### src/hdl/sbcg_pkg.sv
package sbcg_pkg;

  // Clocking: core clock, processor input clock and the derived system clock.
  localparam int CORE_CLK_KHZ = 200000;
  localparam int CPU_CLK_KHZ = 10000;
  localparam int SYS_CLK_KHZ = 2500;
  localparam int CPU_HALF_CYCLES = CORE_CLK_KHZ / (2 * CPU_CLK_KHZ);
  localparam int SYS_HALF_CYCLES = CORE_CLK_KHZ / (2 * SYS_CLK_KHZ);
  localparam int DIV_W = 8;

  // Power-on reset hold time.
  localparam int POR_TIME_US = 10;
  localparam int POR_CYCLES = (POR_TIME_US * CORE_CLK_KHZ) / 1000;
  localparam int POR_W = 16;

  // Memory map.
  localparam logic [15:0] ROM_LO = 16'h0000;
  localparam logic [15:0] ROM_HI = 16'h1fff;
  localparam logic [15:0] RAM_LO = 16'h3800;
  localparam logic [15:0] RAM_HI = 16'h3fff;

  // Bit-serial I/O space, addresses as held in the base register.
  localparam logic [14:0] FLAG_LO = 15'h0800;
  localparam logic [14:0] FLAG_HI = 15'h0ffe;
  localparam int FLAG_BITS = 1024;
  localparam logic [14:0] DIO_LO = 15'h1000;
  localparam logic [14:0] DIO_HI = 15'h101e;
  localparam logic [14:0] PF_ADDR = 15'h1020;
  localparam int DIO_BITS = 16;

  // Interrupt levels and the code shown when nothing is pending.
  localparam logic [2:0] LVL_PWR = 3'h1;
  localparam logic [2:0] LVL_ADC = 3'h2;
  localparam logic [2:0] LVL_CLK = 3'h3;
  localparam logic [2:0] LVL_BP = 3'h4;
  localparam logic [2:0] INT_CODE_IDLE = 3'h7;

  // Register map, byte addresses.
  localparam logic [7:0] REG_CTRL = 8'h00;
  localparam logic [7:0] REG_STATUS = 8'h04;
  localparam logic [7:0] REG_DIN = 8'h08;
  localparam logic [7:0] REG_DOUT = 8'h0c;
  localparam int CTRL_BP_OFF_BIT = 0;
  localparam int CTRL_PF_PORT_BIT = 1;
  localparam logic [1:0] CTRL_RESET = 2'h0;
  localparam logic [1:0] HTRANS_NONSEQ = 2'h2;

  typedef enum logic [2:0] {
    SBCG_POR = 3'b001,
    SBCG_RUN = 3'b010,
    SBCG_BPRST = 3'b100
  } sbcg_rst_state_t;

endpackage : sbcg_pkg

### src/hdl/sbcg_flag_array.sv
`timescale 1ns/1ps

module sbcg_flag_array
  import sbcg_pkg::*;
#(
  parameter int BITS = FLAG_BITS,
  parameter int AW = 10
) (
  input wire logic core_clk,
  input wire logic rst_b,
  input wire logic wrEn,
  input wire logic [AW-1:0] idx,
  input wire logic wrBit,
  output logic rdBit
);

  // Each flag is its own storage bit, so single-bit set, clear and test work.
  logic [BITS-1:0] flags_q;

  always_ff @(posedge core_clk or negedge rst_b) begin
    if (!rst_b) begin
      flags_q <= '0;
    end else if (wrEn) begin
      flags_q[idx] <= wrBit;
    end
  end

  assign rdBit = flags_q[idx];

endmodule : sbcg_flag_array

### src/hdl/sbcg_glue.sv
`timescale 1ns/1ps

// Contract
// - Derive a 2.5 MHz system clock from the 10 MHz processor clock; the glue divides it from the core clock instead.
// - Hold processor reset during power-on and while power-ready reset is low.
// - Assert the I/O reset whenever the processor is held in reset.
// - Select on-board RAM for memory addresses 3800 through 3FFF.
// - On-board RAM cycles complete with no wait states.
// - Select program ROM for memory addresses 0 through 1FFF.
// - Decode 1K-bit flag array at bit-serial addresses 800 through FFE.
// - Every flag bit responds alone to set, clear, test and multi-bit moves.
// - Power fail level 1, clock level 3, backplane common level 4.
// - Four maskable static level requests plus two non-maskable interrupts; the glue passes one NMI line, nmiInN.
// - A priority encoder gives a 3-bit code to the processor.
// - End of analog conversion raises a level 2 request.
// - Backplane carries only bit-serial I/O, never memory transfers.
// - Drive backplane A0-A14, strobe, serial out, memory cycle, I/O reset, clock.
// - Hold backplane busy line low permanently.
// - A jumper option disables every backplane driver.
// - Sixteen digital inputs and outputs sit as bits in bit-serial space.
// - With the option fitted, an input bit shows power-failure status.
// - Bit-serial link has separate input, output and strobe lines.
module sbcg_glue
  import sbcg_pkg::*;
#(
  parameter int POR_CNT = POR_CYCLES,
  parameter int NDIO = DIO_BITS
) (
  input wire logic core_clk,
  input wire logic rst_b,
  // Register bus.
  input wire logic hsel,
  input wire logic [31:0] haddr,
  input wire logic [1:0] htrans,
  input wire logic hwrite,
  input wire logic [2:0] hsize,
  input wire logic [31:0] hwdata,
  input wire logic hready,
  output logic [31:0] hrdata,
  output logic hreadyout,
  output logic hresp,
  // Processor side.
  output logic cpuClk,
  output logic cpuResetN,
  output logic cpuNmiN,
  output logic [2:0] interruptCodeBits,
  input wire logic [15:0] cpuMemAddr,
  input wire logic cpuMemCycleN,
  output logic romSelN,
  output logic ramSelN,
  output logic memReady,
  input wire logic [14:0] cpuIoAddr,
  input wire logic cpuIoStrobe,
  input wire logic cpuIoOut,
  output logic cpuIoIn,
  // Interrupt sources.
  input wire logic nmiInN,
  input wire logic powerLossFlag,
  input wire logic adcEndOfConv,
  input wire logic clockIrq,
  input wire logic backplaneCommonIrqN,
  // Digital ports.
  input wire logic [NDIO-1:0] digitalIn,
  output logic [NDIO-1:0] digitalOut,
  // Backplane.
  input wire logic powerReadyResetN,
  input wire logic serialIoIn,
  output logic backplaneDriveEn,
  output logic [14:0] backplaneAddr,
  output logic serialIoStrobe,
  output logic serialIoOut,
  output logic memoryCycleN,
  output logic ioResetOut,
  output logic backplaneSyncClock,
  output logic busyOut,
  output logic busyOe
);

  sbcg_rst_state_t rstState_q;
  sbcg_rst_state_t rstState_d;
  logic [POR_W-1:0] porCnt_q;
  logic [DIV_W-1:0] cpuDiv_q;
  logic [DIV_W-1:0] sysDiv_q;
  logic [1:0] ctrl_q;
  logic [NDIO-1:0] dout_q;
  logic wrPend_q;
  logic [7:0] wrAddr_q;
  logic inReset;
  logic [4:1] irqReq;
  logic [2:0] irqCode;
  logic addrPhase;
  logic [31:0] rdMux;
  logic isFlag;
  logic isDio;
  logic isPf;
  logic isExt;
  logic flagRd;
  logic flagWr;
  logic [3:0] dioIdx;
  logic bpOn;
  logic pfOn;

  assign bpOn = !ctrl_q[CTRL_BP_OFF_BIT];
  assign pfOn = ctrl_q[CTRL_PF_PORT_BIT];

  // Reset sequencer. Leaving a backplane reset restarts the power-on count, so
  // a short pulse on the power-ready line still gives a full-length reset.
  always_comb begin
    rstState_d = rstState_q;
    case (rstState_q)
      SBCG_POR: begin
        if (!powerReadyResetN) begin
          rstState_d = SBCG_BPRST;
        end else if (porCnt_q == POR_W'(POR_CNT - 1)) begin
          rstState_d = SBCG_RUN;
        end
      end
      SBCG_RUN: begin
        if (!powerReadyResetN) begin
          rstState_d = SBCG_BPRST;
        end
      end
      SBCG_BPRST: begin
        if (powerReadyResetN) begin
          rstState_d = SBCG_POR;
        end
      end
      default: begin
        rstState_d = SBCG_POR;
      end
    endcase
  end

  always_ff @(posedge core_clk or negedge rst_b) begin
    if (!rst_b) begin
      rstState_q <= SBCG_POR;
    end else begin
      rstState_q <= rstState_d;
    end
  end

  always_ff @(posedge core_clk or negedge rst_b) begin
    if (!rst_b) begin
      porCnt_q <= '0;
    end else if (rstState_q == SBCG_POR) begin
      porCnt_q <= porCnt_q + POR_W'(1);
    end else begin
      porCnt_q <= '0;
    end
  end

  assign inReset = (rstState_d != SBCG_RUN);

  always_ff @(posedge core_clk or negedge rst_b) begin
    if (!rst_b) begin
      cpuResetN <= 1'b0;
      ioResetOut <= 1'b1;
    end else begin
      cpuResetN <= !inReset;
      ioResetOut <= inReset;
    end
  end

  // Clock dividers: the processor clock and the system clock, each divided from the core clock.
  always_ff @(posedge core_clk or negedge rst_b) begin
    if (!rst_b) begin
      cpuDiv_q <= '0;
      cpuClk <= 1'b0;
    end else if (cpuDiv_q == DIV_W'(CPU_HALF_CYCLES - 1)) begin
      cpuDiv_q <= '0;
      cpuClk <= !cpuClk;
    end else begin
      cpuDiv_q <= cpuDiv_q + DIV_W'(1);
    end
  end

  always_ff @(posedge core_clk or negedge rst_b) begin
    if (!rst_b) begin
      sysDiv_q <= '0;
      backplaneSyncClock <= 1'b0;
    end else if (sysDiv_q == DIV_W'(SYS_HALF_CYCLES - 1)) begin
      sysDiv_q <= '0;
      backplaneSyncClock <= !backplaneSyncClock;
    end else begin
      sysDiv_q <= sysDiv_q + DIV_W'(1);
    end
  end

  // Interrupts are static levels; the encoder simply follows them.
  assign irqReq[LVL_PWR] = powerLossFlag;
  assign irqReq[LVL_ADC] = adcEndOfConv;
  assign irqReq[LVL_CLK] = clockIrq;
  assign irqReq[LVL_BP] = !backplaneCommonIrqN;

  always_comb begin
    irqCode = INT_CODE_IDLE;
    for (int i = 4; i >= 1; i--) begin
      if (irqReq[i]) begin
        irqCode = 3'(i);
      end
    end
  end

  always_ff @(posedge core_clk or negedge rst_b) begin
    if (!rst_b) begin
      interruptCodeBits <= INT_CODE_IDLE;
      cpuNmiN <= 1'b1;
    end else begin
      interruptCodeBits <= irqCode;
      cpuNmiN <= nmiInN;
    end
  end

  // Memory decode. Registered selects trade one cycle of latency for clean
  // chip selects; the RAM still answers with ready held high throughout.
  always_ff @(posedge core_clk or negedge rst_b) begin
    if (!rst_b) begin
      romSelN <= 1'b1;
      ramSelN <= 1'b1;
      memReady <= 1'b1;
    end else begin
      romSelN <= !(!cpuMemCycleN && cpuMemAddr <= ROM_HI);
      ramSelN <= !(!cpuMemCycleN && cpuMemAddr >= RAM_LO
                   && cpuMemAddr <= RAM_HI);
      memReady <= 1'b1;
    end
  end

  // Bit-serial space decode.
  assign isFlag = cpuIoAddr >= FLAG_LO && cpuIoAddr <= FLAG_HI;
  assign isDio = cpuIoAddr >= DIO_LO && cpuIoAddr <= DIO_HI;
  assign isPf = pfOn && cpuIoAddr == PF_ADDR;
  assign isExt = !isFlag && !isDio && !isPf;
  assign dioIdx = cpuIoAddr[4:1];
  assign flagWr = cpuIoStrobe && isFlag;

  sbcg_flag_array #(
    .BITS(FLAG_BITS),
    .AW(10)
  ) u_flags (
    .core_clk(core_clk),
    .rst_b(rst_b),
    .wrEn(flagWr),
    .idx(cpuIoAddr[10:1]),
    .wrBit(cpuIoOut),
    .rdBit(flagRd)
  );

  // The output latches return to zero under I/O reset, like any other
  // circuit attached to that line.
  always_ff @(posedge core_clk or negedge rst_b) begin
    if (!rst_b) begin
      dout_q <= '0;
    end else if (ioResetOut) begin
      dout_q <= '0;
    end else if (cpuIoStrobe && isDio) begin
      dout_q[dioIdx] <= cpuIoOut;
    end
  end

  always_ff @(posedge core_clk or negedge rst_b) begin
    if (!rst_b) begin
      digitalOut <= '0;
      cpuIoIn <= 1'b0;
    end else begin
      digitalOut <= dout_q;
      if (isFlag) begin
        cpuIoIn <= flagRd;
      end else if (isDio) begin
        cpuIoIn <= digitalIn[dioIdx];
      end else if (isPf) begin
        cpuIoIn <= powerLossFlag;
      end else begin
        cpuIoIn <= bpOn & serialIoIn;
      end
    end
  end

  // Backplane drivers. Memory cycles never leave the board, so the memory
  // cycle line stays inactive and the busy line stays low.
  always_ff @(posedge core_clk or negedge rst_b) begin
    if (!rst_b) begin
      backplaneDriveEn <= 1'b0;
      backplaneAddr <= '0;
      serialIoStrobe <= 1'b0;
      serialIoOut <= 1'b0;
      memoryCycleN <= 1'b1;
      busyOut <= 1'b0;
      busyOe <= 1'b0;
    end else begin
      backplaneDriveEn <= bpOn;
      backplaneAddr <= cpuIoAddr;
      serialIoStrobe <= bpOn && cpuIoStrobe && isExt;
      serialIoOut <= cpuIoOut;
      memoryCycleN <= 1'b1;
      busyOut <= 1'b0;
      busyOe <= bpOn;
    end
  end

  // Register bus slave: always ready, always OKAY.
  assign addrPhase = hsel && hready && htrans == HTRANS_NONSEQ;

  always_comb begin
    rdMux = '0;
    case (haddr[7:0])
      REG_CTRL: rdMux = {30'h0, ctrl_q};
      REG_STATUS: rdMux = {23'h0, bpOn, irqReq, interruptCodeBits, !cpuResetN};
      REG_DIN: rdMux = 32'(digitalIn);
      REG_DOUT: rdMux = 32'(dout_q);
      default: rdMux = '0;
    endcase
  end

  always_ff @(posedge core_clk or negedge rst_b) begin
    if (!rst_b) begin
      hrdata <= '0;
      hreadyout <= 1'b1;
      hresp <= 1'b0;
    end else begin
      hreadyout <= 1'b1;
      hresp <= 1'b0;
      if (addrPhase && !hwrite) begin
        hrdata <= rdMux;
      end
    end
  end

  always_ff @(posedge core_clk or negedge rst_b) begin
    if (!rst_b) begin
      wrPend_q <= 1'b0;
      wrAddr_q <= '0;
    end else begin
      wrPend_q <= addrPhase && hwrite;
      if (addrPhase) begin
        wrAddr_q <= haddr[7:0];
      end
    end
  end

  always_ff @(posedge core_clk or negedge rst_b) begin
    if (!rst_b) begin
      ctrl_q <= CTRL_RESET;
    end else if (wrPend_q && wrAddr_q == REG_CTRL) begin
      ctrl_q <= hwdata[1:0];
    end
  end

endmodule : sbcg_glue

### config.mk
export PLATFORM = sky130hd
export DESIGN_NAME = sbcg_glue
export DESIGN_NICKNAME = d
export VERILOG_FILES = /design/src/hdl/sbcg_pkg.sv /design/src/hdl/sbcg_flag_array.sv /design/src/hdl/sbcg_glue.sv
export SDC_FILE = /design/constraint.sdc
export NUM_CORES = 2
export LEC_CHECK = 0
export BUFFER_PORTS_ARGS = -buffer_cell sky130_fd_sc_hd__buf_2
export CAP_MARGIN = 10
export CORE_MARGIN = 3
export CORE_UTILIZATION = 30
export CTS_BUF_LIST = sky130_fd_sc_hd__clkbuf_8 sky130_fd_sc_hd__clkbuf_16
export CTS_CLUSTER_SIZE = 16
export DETAILED_ROUTE_END_ITERATION = 16
export SYNTH_ARGS = -nofsm -noshare
export SYNTH_HDL_FRONTEND = slang
export SYNTH_SLANG_ARGS = --single-unit
### constraint.sdc
create_clock -name core_clk -period 2.8 [get_ports core_clk]
set_input_delay 0.28 -clock core_clk [delete_from_list [all_inputs] [get_ports core_clk]]
set_output_delay 0.28 -clock core_clk [all_outputs]
set_load 0.005 [all_outputs]
After elaboration in Yosys (flattened, before gate mapping)
Index checks and enable logic that the tools add are counted.

word-level totals
  bits in registers = 1163
  input port bits = 131
  output and inout port bits = 83
  logic and storage cells = 114

cells by class
  $add $sub $neg = 3
  order comparisons = 11
  equality and inequality tests = 12
  multiplexer cells = 28
  bitwise operators = 1
  reduce and logical (&&, ||, !) cells = 35

operators by type and width
  operator               count
  $bwmux 1024            1
  $pmux 16 s4            1
  $mux 16                3
  $eq 8x4->1 const B     3
  $mux 3                 7
  $logic_and 1x1->1      19
  $add 16x1->16 const B  1
  $add 8x1->8 const B    2
  $bwmux 16              1
  $eq 16x11->1 const B   1
  $ge 16x14->1 const B   1
  $le 16x13->1 const B   1
  $le 16x14->1 const B   1
  $logic_not 8->1        2
  $mux 8                 2
  $eq 15x13->1 const B   1
  $ge 15x12->1 const B   1
  $ge 15x13->1 const B   1
  $le 15x12->1 const B   1
  $le 15x13->1 const B   1
  $logic_not 1->1        13
  $lt 10x11->1 const B   1
  $bmux 1 s10            1
  $demux 1 s10           1
  17 further kinds       23

Depth between registers and ports, before layout
  depth after elaboration = 7
  mapped depth = 13
  depth with buffers taken out = 8

By module
From an unflattened synthesis, not the netlist that was laid out.

unflattened totals
  cells, all modules = 6160
  area total of the unflattened synthesis = 56125.1 sq um

by module, submodules not included
  module           instances  cells an instance  area each (sq um)  sequential area each (sq um)
  sbcg_flag_array  1          5704               50773.7            25624.6
  sbcg_glue        1          456                5351.4             3088.0

Worst setup path after synthesis
Ideal clock, no wire load.

  path type = in2reg
  from = in cpuIoAddr[2]
  to = reg cpuIoIn
  setup time = 141 ps
  arrival = 2300 ps
  data required time = 2659 ps
  setup slack = 359 ps
  stages on the path = 9
  buffers on the path = 5
  cells stage by stage = buf_4 buf_6 buf_4 buf_2 buf_2 mux4_2 mux4_2 a211oi_1 a41oi_1

on the way
  longest elaborated chain between the ends = 5
  elaborated cells between the ends (all ways) = 15
  classes of those cells = order compare (4); eq/ne (1); mux (7); reduce/logical (3)

RTL lines
  what                                                                 RTL line          text
  from (decl)                                                          sbcg_glue.sv:52   input wire logic [14:0] cpuIoAddr,
  parallel branches: the longest is 4 deep, another holds $bmux 1 s10  -
  $mux 1 (*)                                                           sbcg_glue.sv:267  if (isFlag) begin
  to (signal assigned)                                                 sbcg_glue.sv:268  cpuIoIn <= flagRd;
  to (signal assigned)                                                 sbcg_glue.sv:270  cpuIoIn <= digitalIn[dioIdx];
  to (signal assigned)                                                 sbcg_glue.sv:272  cpuIoIn <= powerLossFlag;
  to (decl)                                                            sbcg_glue.sv:55   output logic cpuIoIn,

Every way passes the cells marked *. The select of a mux whose other input is x is not followed.
A chain may end at the register's enable or synchronous reset.

Worst setup path after layout
  from = reg u_flags.flags_q[753]
  to = reg cpuIoIn

on the way
  longest elaborated chain between the ends = 3

RTL lines
  what                               RTL line               text
  from (decl)                        sbcg_flag_array.sv:18  logic [BITS-1:0] flags_q;
  from (signal, indexed assignment)  sbcg_flag_array.sv:24  flags_q[idx] <= wrBit;
  $bmux 1 s10                        sbcg_flag_array.sv:28  assign rdBit = flags_q[idx];
  $mux 1 (not written as such)       sbcg_flag_array.sv:28
  $mux 1                             sbcg_glue.sv:267

Every way passes these cells. The select of a mux whose other input is x is not followed.

==> results.json <==
{
  "slowest_delay_ps": 630,
  "leakagePower_nw": 34.0,
  "firstDrtPassIters": 9,
  "required_ps": 3520,
  "syn-cell-area_sq_um": 56100,
  "slew_headroom_pct": 35.4,
  "grt_pass1_vias": 50800,
  "report.final.slew_viol_count": 0,
  "hold_viol": 0,
  "dpl.hpwl_mm": 145,
  "gp_congestion": 0.915,
  "final_area_sq_um": 68300,
  "status": "complete, but fails checks",
  "grt_pass1_wl_mm": 356,
  "die_w_um": 438,
  "initial_utilization_pct": 30.2,
  "antenna_found_initial": 24,
  "power_mw": 36.7,
  "yosysWarnings": 0,
  "cts.sinks": 1147,
  "numCtsBuffers": 121,
  "viasPerCell": 6.01,
  "grt_overflow_total": 0,
  "violations": "setup timing",
  "dp_cells": 8448,
  "ir_drop_mv": 0.548,
  "die_h_um": 438,
  "worst_slack_ps": -36.9,
  "clk_path_buf_depth": 3,
  "post-cts-setup-buffers": 0,
  "synthArstFlopShare_pct": 100,
  "fmax_mhz": 352,
  "syn_inst": 5980,
  "fin_crit_sh_pct": 101,
  "fin_nets": 6290,
  "syn2layout_area_growth_pct": 21.7,
  "postRouteAntennaNets": 0,
  "crit_path_start_kind": "flop",
  "grt_max_degree": 119,
  "rsz0062_at_grt": "false",
  "crit_path_cell_trace": "mux2i_1, a221oi_1, o21ai_0, a21oi_1, a22oi_1, buf_4, a31oi_1, and4bb_1, a41oi_1",
  "drt-total-wl_mm": 246,
  "path_clk_slew_ps": 60,
  "cp-end-kind": "flop",
  "worst-path-max-fanout": 2,
  "core_sq_um": 186000,
  "finalSetupViolCount": 1,
  "vias": 52600,
  "pin_count": 214,
  "arrival_ps": 3560,
  "dieArea_sq_um": 192000,
  "wire_per_inst_um": 28.1,
  "drt_iter0_drc": 8839,
  "synthFlopType": "dfrtp_1",
  "ys_types": 68,
  "period_needed_ps": 2840,
  "htreeDepth": 3,
  "postSynthAreaPerCell_sq_um": 9.38,
  "port_buffers": 124,
  "dp_worst_setup_slack_ps": -556,
  "synth_edf_count": 0,
  "fin_skew_ps": 98.7,
  "cts_tree": "yes",
  "tightest_slew_ps": 967,
  "power.density_nw_per_um2": 537,
  "hold_path.class": "in -> reg",
  "cts_root_buf": "clkbuf_16",
  "layout-drive-gt1-share_pct": 18.8,
  "drv_cap": 0,
  "grt.total_usage_pct": 24.9,
  "drc": 0,
  "crit_type": "reg -> reg",
  "worstSkewPairLatency_ps": 800,
  "slowest_stage": "a221oi_1",
  "row_count": 158,
  "finish.utilization_pct": 36.8,
  "place_area_sq_um": 63300,
  "yosys_register_bits": 1147,
  "fin_cells": 8750,
  "yosysSeqAreaShare_pct": 51.2
}
repair_timing:
item / in CTS / in global routing
gates resized for setup: 0 / 1
endpoints found under the setup margin: 0 / 1
hold buffers: 64 / 0
hold endpoints to repair: 312 / 0
layout by cell type (no fill, tap or decap), drive strengths merged, types with 15 or more instances in the layout:
cell type	netlist	routed
mux2i	177	177
o221ai	42	42
clkbuf	495	157
clkinv	0	27
nor2	122	122
mux2	15	15
buf	167	631
inv	13	38
dlygate4sd3	0	64
a221oi	21	21
xor2	15	15
nor3	16	16
a22oi	25	25
a21oi	79	79
o21ai	1080	1080
conb	2	21
mux4	203	203
dfrtp	1139	1139
nand3	1089	1089
nand2	1148	1148
cells in the mapped netlist, types with 9 or more instances:
cell | instances | area share [%]
nand2_1 | 1147 | 7.7
xnor2_1 | 11 | 0.17
mux2i_1 | 177 | 3.2
buf_6 | 16 | 0.32
xor2_1 | 15 | 0.23
and2_1 | 9 | 0.10
buf_2 | 104 | 0.93
o221ai_1 | 42 | 0.66
nand3_1 | 1089 | 9.7
nor2_1 | 122 | 0.82
a22oi_1 | 25 | 0.33
buf_4 | 38 | 0.51
inv_1 | 12 | 0.080
mux4_2 | 203 | 8.1
nor3_1 | 14 | 0.12
clkbuf_1 | 488 | 3.3
a21oi_1 | 79 | 0.70
o21ai_0 | 1077 | 9.6
dfrtp_1 | 1139 | 51
mux2_2 | 15 | 0.30
a221oi_1 | 21 | 0.33
logic make-up after synthesis:
kind of cell | share of synthesized area [%]
adder cells (fa/ha/maj) | 0.0892
flip-flops | 51.2
AO/OA/AOI/OAI | 12.2
buffers and inverters | 5.25
multiplexers | 11.6
XOR/XNOR | 0.406
other | 0.0134
AND/OR/NAND/NOR | 19.3
routing by layer:
layer,track usage (%),vias up,wire [um]
met5,0,-,8
met4,14.4,2,16700
met3,7.76,965,35100
met2,35.9,4180,103000
met1,32.7,26100,90800
li1,-,21300,-
state kept, by name, indices dropped and copies added, names as in the netlist, 2 cells and up:
register	cells
sysDiv_q	8
u_flags.flags_q	1024
dout_q	16
hrdata	16
digitalOut	16
porCnt_q	16
wrAddr_q	8
rstState_q	3
backplaneAddr	15
cpuDiv_q	8
ctrl_q	2
interruptCodeBits	3
final timing paths:
path                                                  start                               end  slack (ps)  cells after the start
setup / recovery           u_flags.flags_q[753]$_DFFE_PN0P_                 cpuIoIn$_DFF_PN0_         -40                      9
hold / removal                                     clockIrq             hrdata[6]$_DFFE_PN0P_          70                      4
setup reg to reg           u_flags.flags_q[753]$_DFFE_PN0P_                 cpuIoIn$_DFF_PN0_         -40                      9
hold reg to reg                       dout_q[3]$_DFFE_PN0P_           digitalOut[3]$_DFF_PN0_         410                      0
max in group asynchronous                             rst_b  u_flags.flags_q[331]$_DFFE_PN0P_        1570                      4
min in group asynchronous                             rst_b  u_flags.flags_q[176]$_DFFE_PN0P_         100                      2
report_power, final:
part	internal, mW	switching [mW]	total [mW]
logic	0.867	1.78	2.64
clock network	9.91	7.40	17.3
registers	16.7	0.0501	16.7
layout make-up:
| cell class | count | area [sq um] |
|---|---|---|
| Inverter | 13 | 48.8 |
| Multi-Input combinational cell | 4177 | 25000 |
| Tap cell | 2480 | 3100 |
| Sequential cell | 1147 | 28700 |
| Clock buffer | 157 | 3530 |
| Timing Repair Buffer | 695 | 7100 |
| Clock inverter | 70 | 761 |
| Antenna cell | 11 | 27.5 |
| Fill cell | 18200 | 117000 |
per-stage QoR:
stage	hold slack, ps	setup TNS (ps)
CTS	4.73	0
global route	98.0	0
global placement	327	-5350
floorplan	-15.6	0
detailed placement	333	-10300
finish	74.3	-36.9
critical path: cells and delay by family (launching register included):
family          cells  cell delay, ps
compound gates      6            1760
buf+inv             1             200
flops               1             400
mux                 1             110
simple gates        1             340
Note: power is estimated with default switching activity, not from simulation.
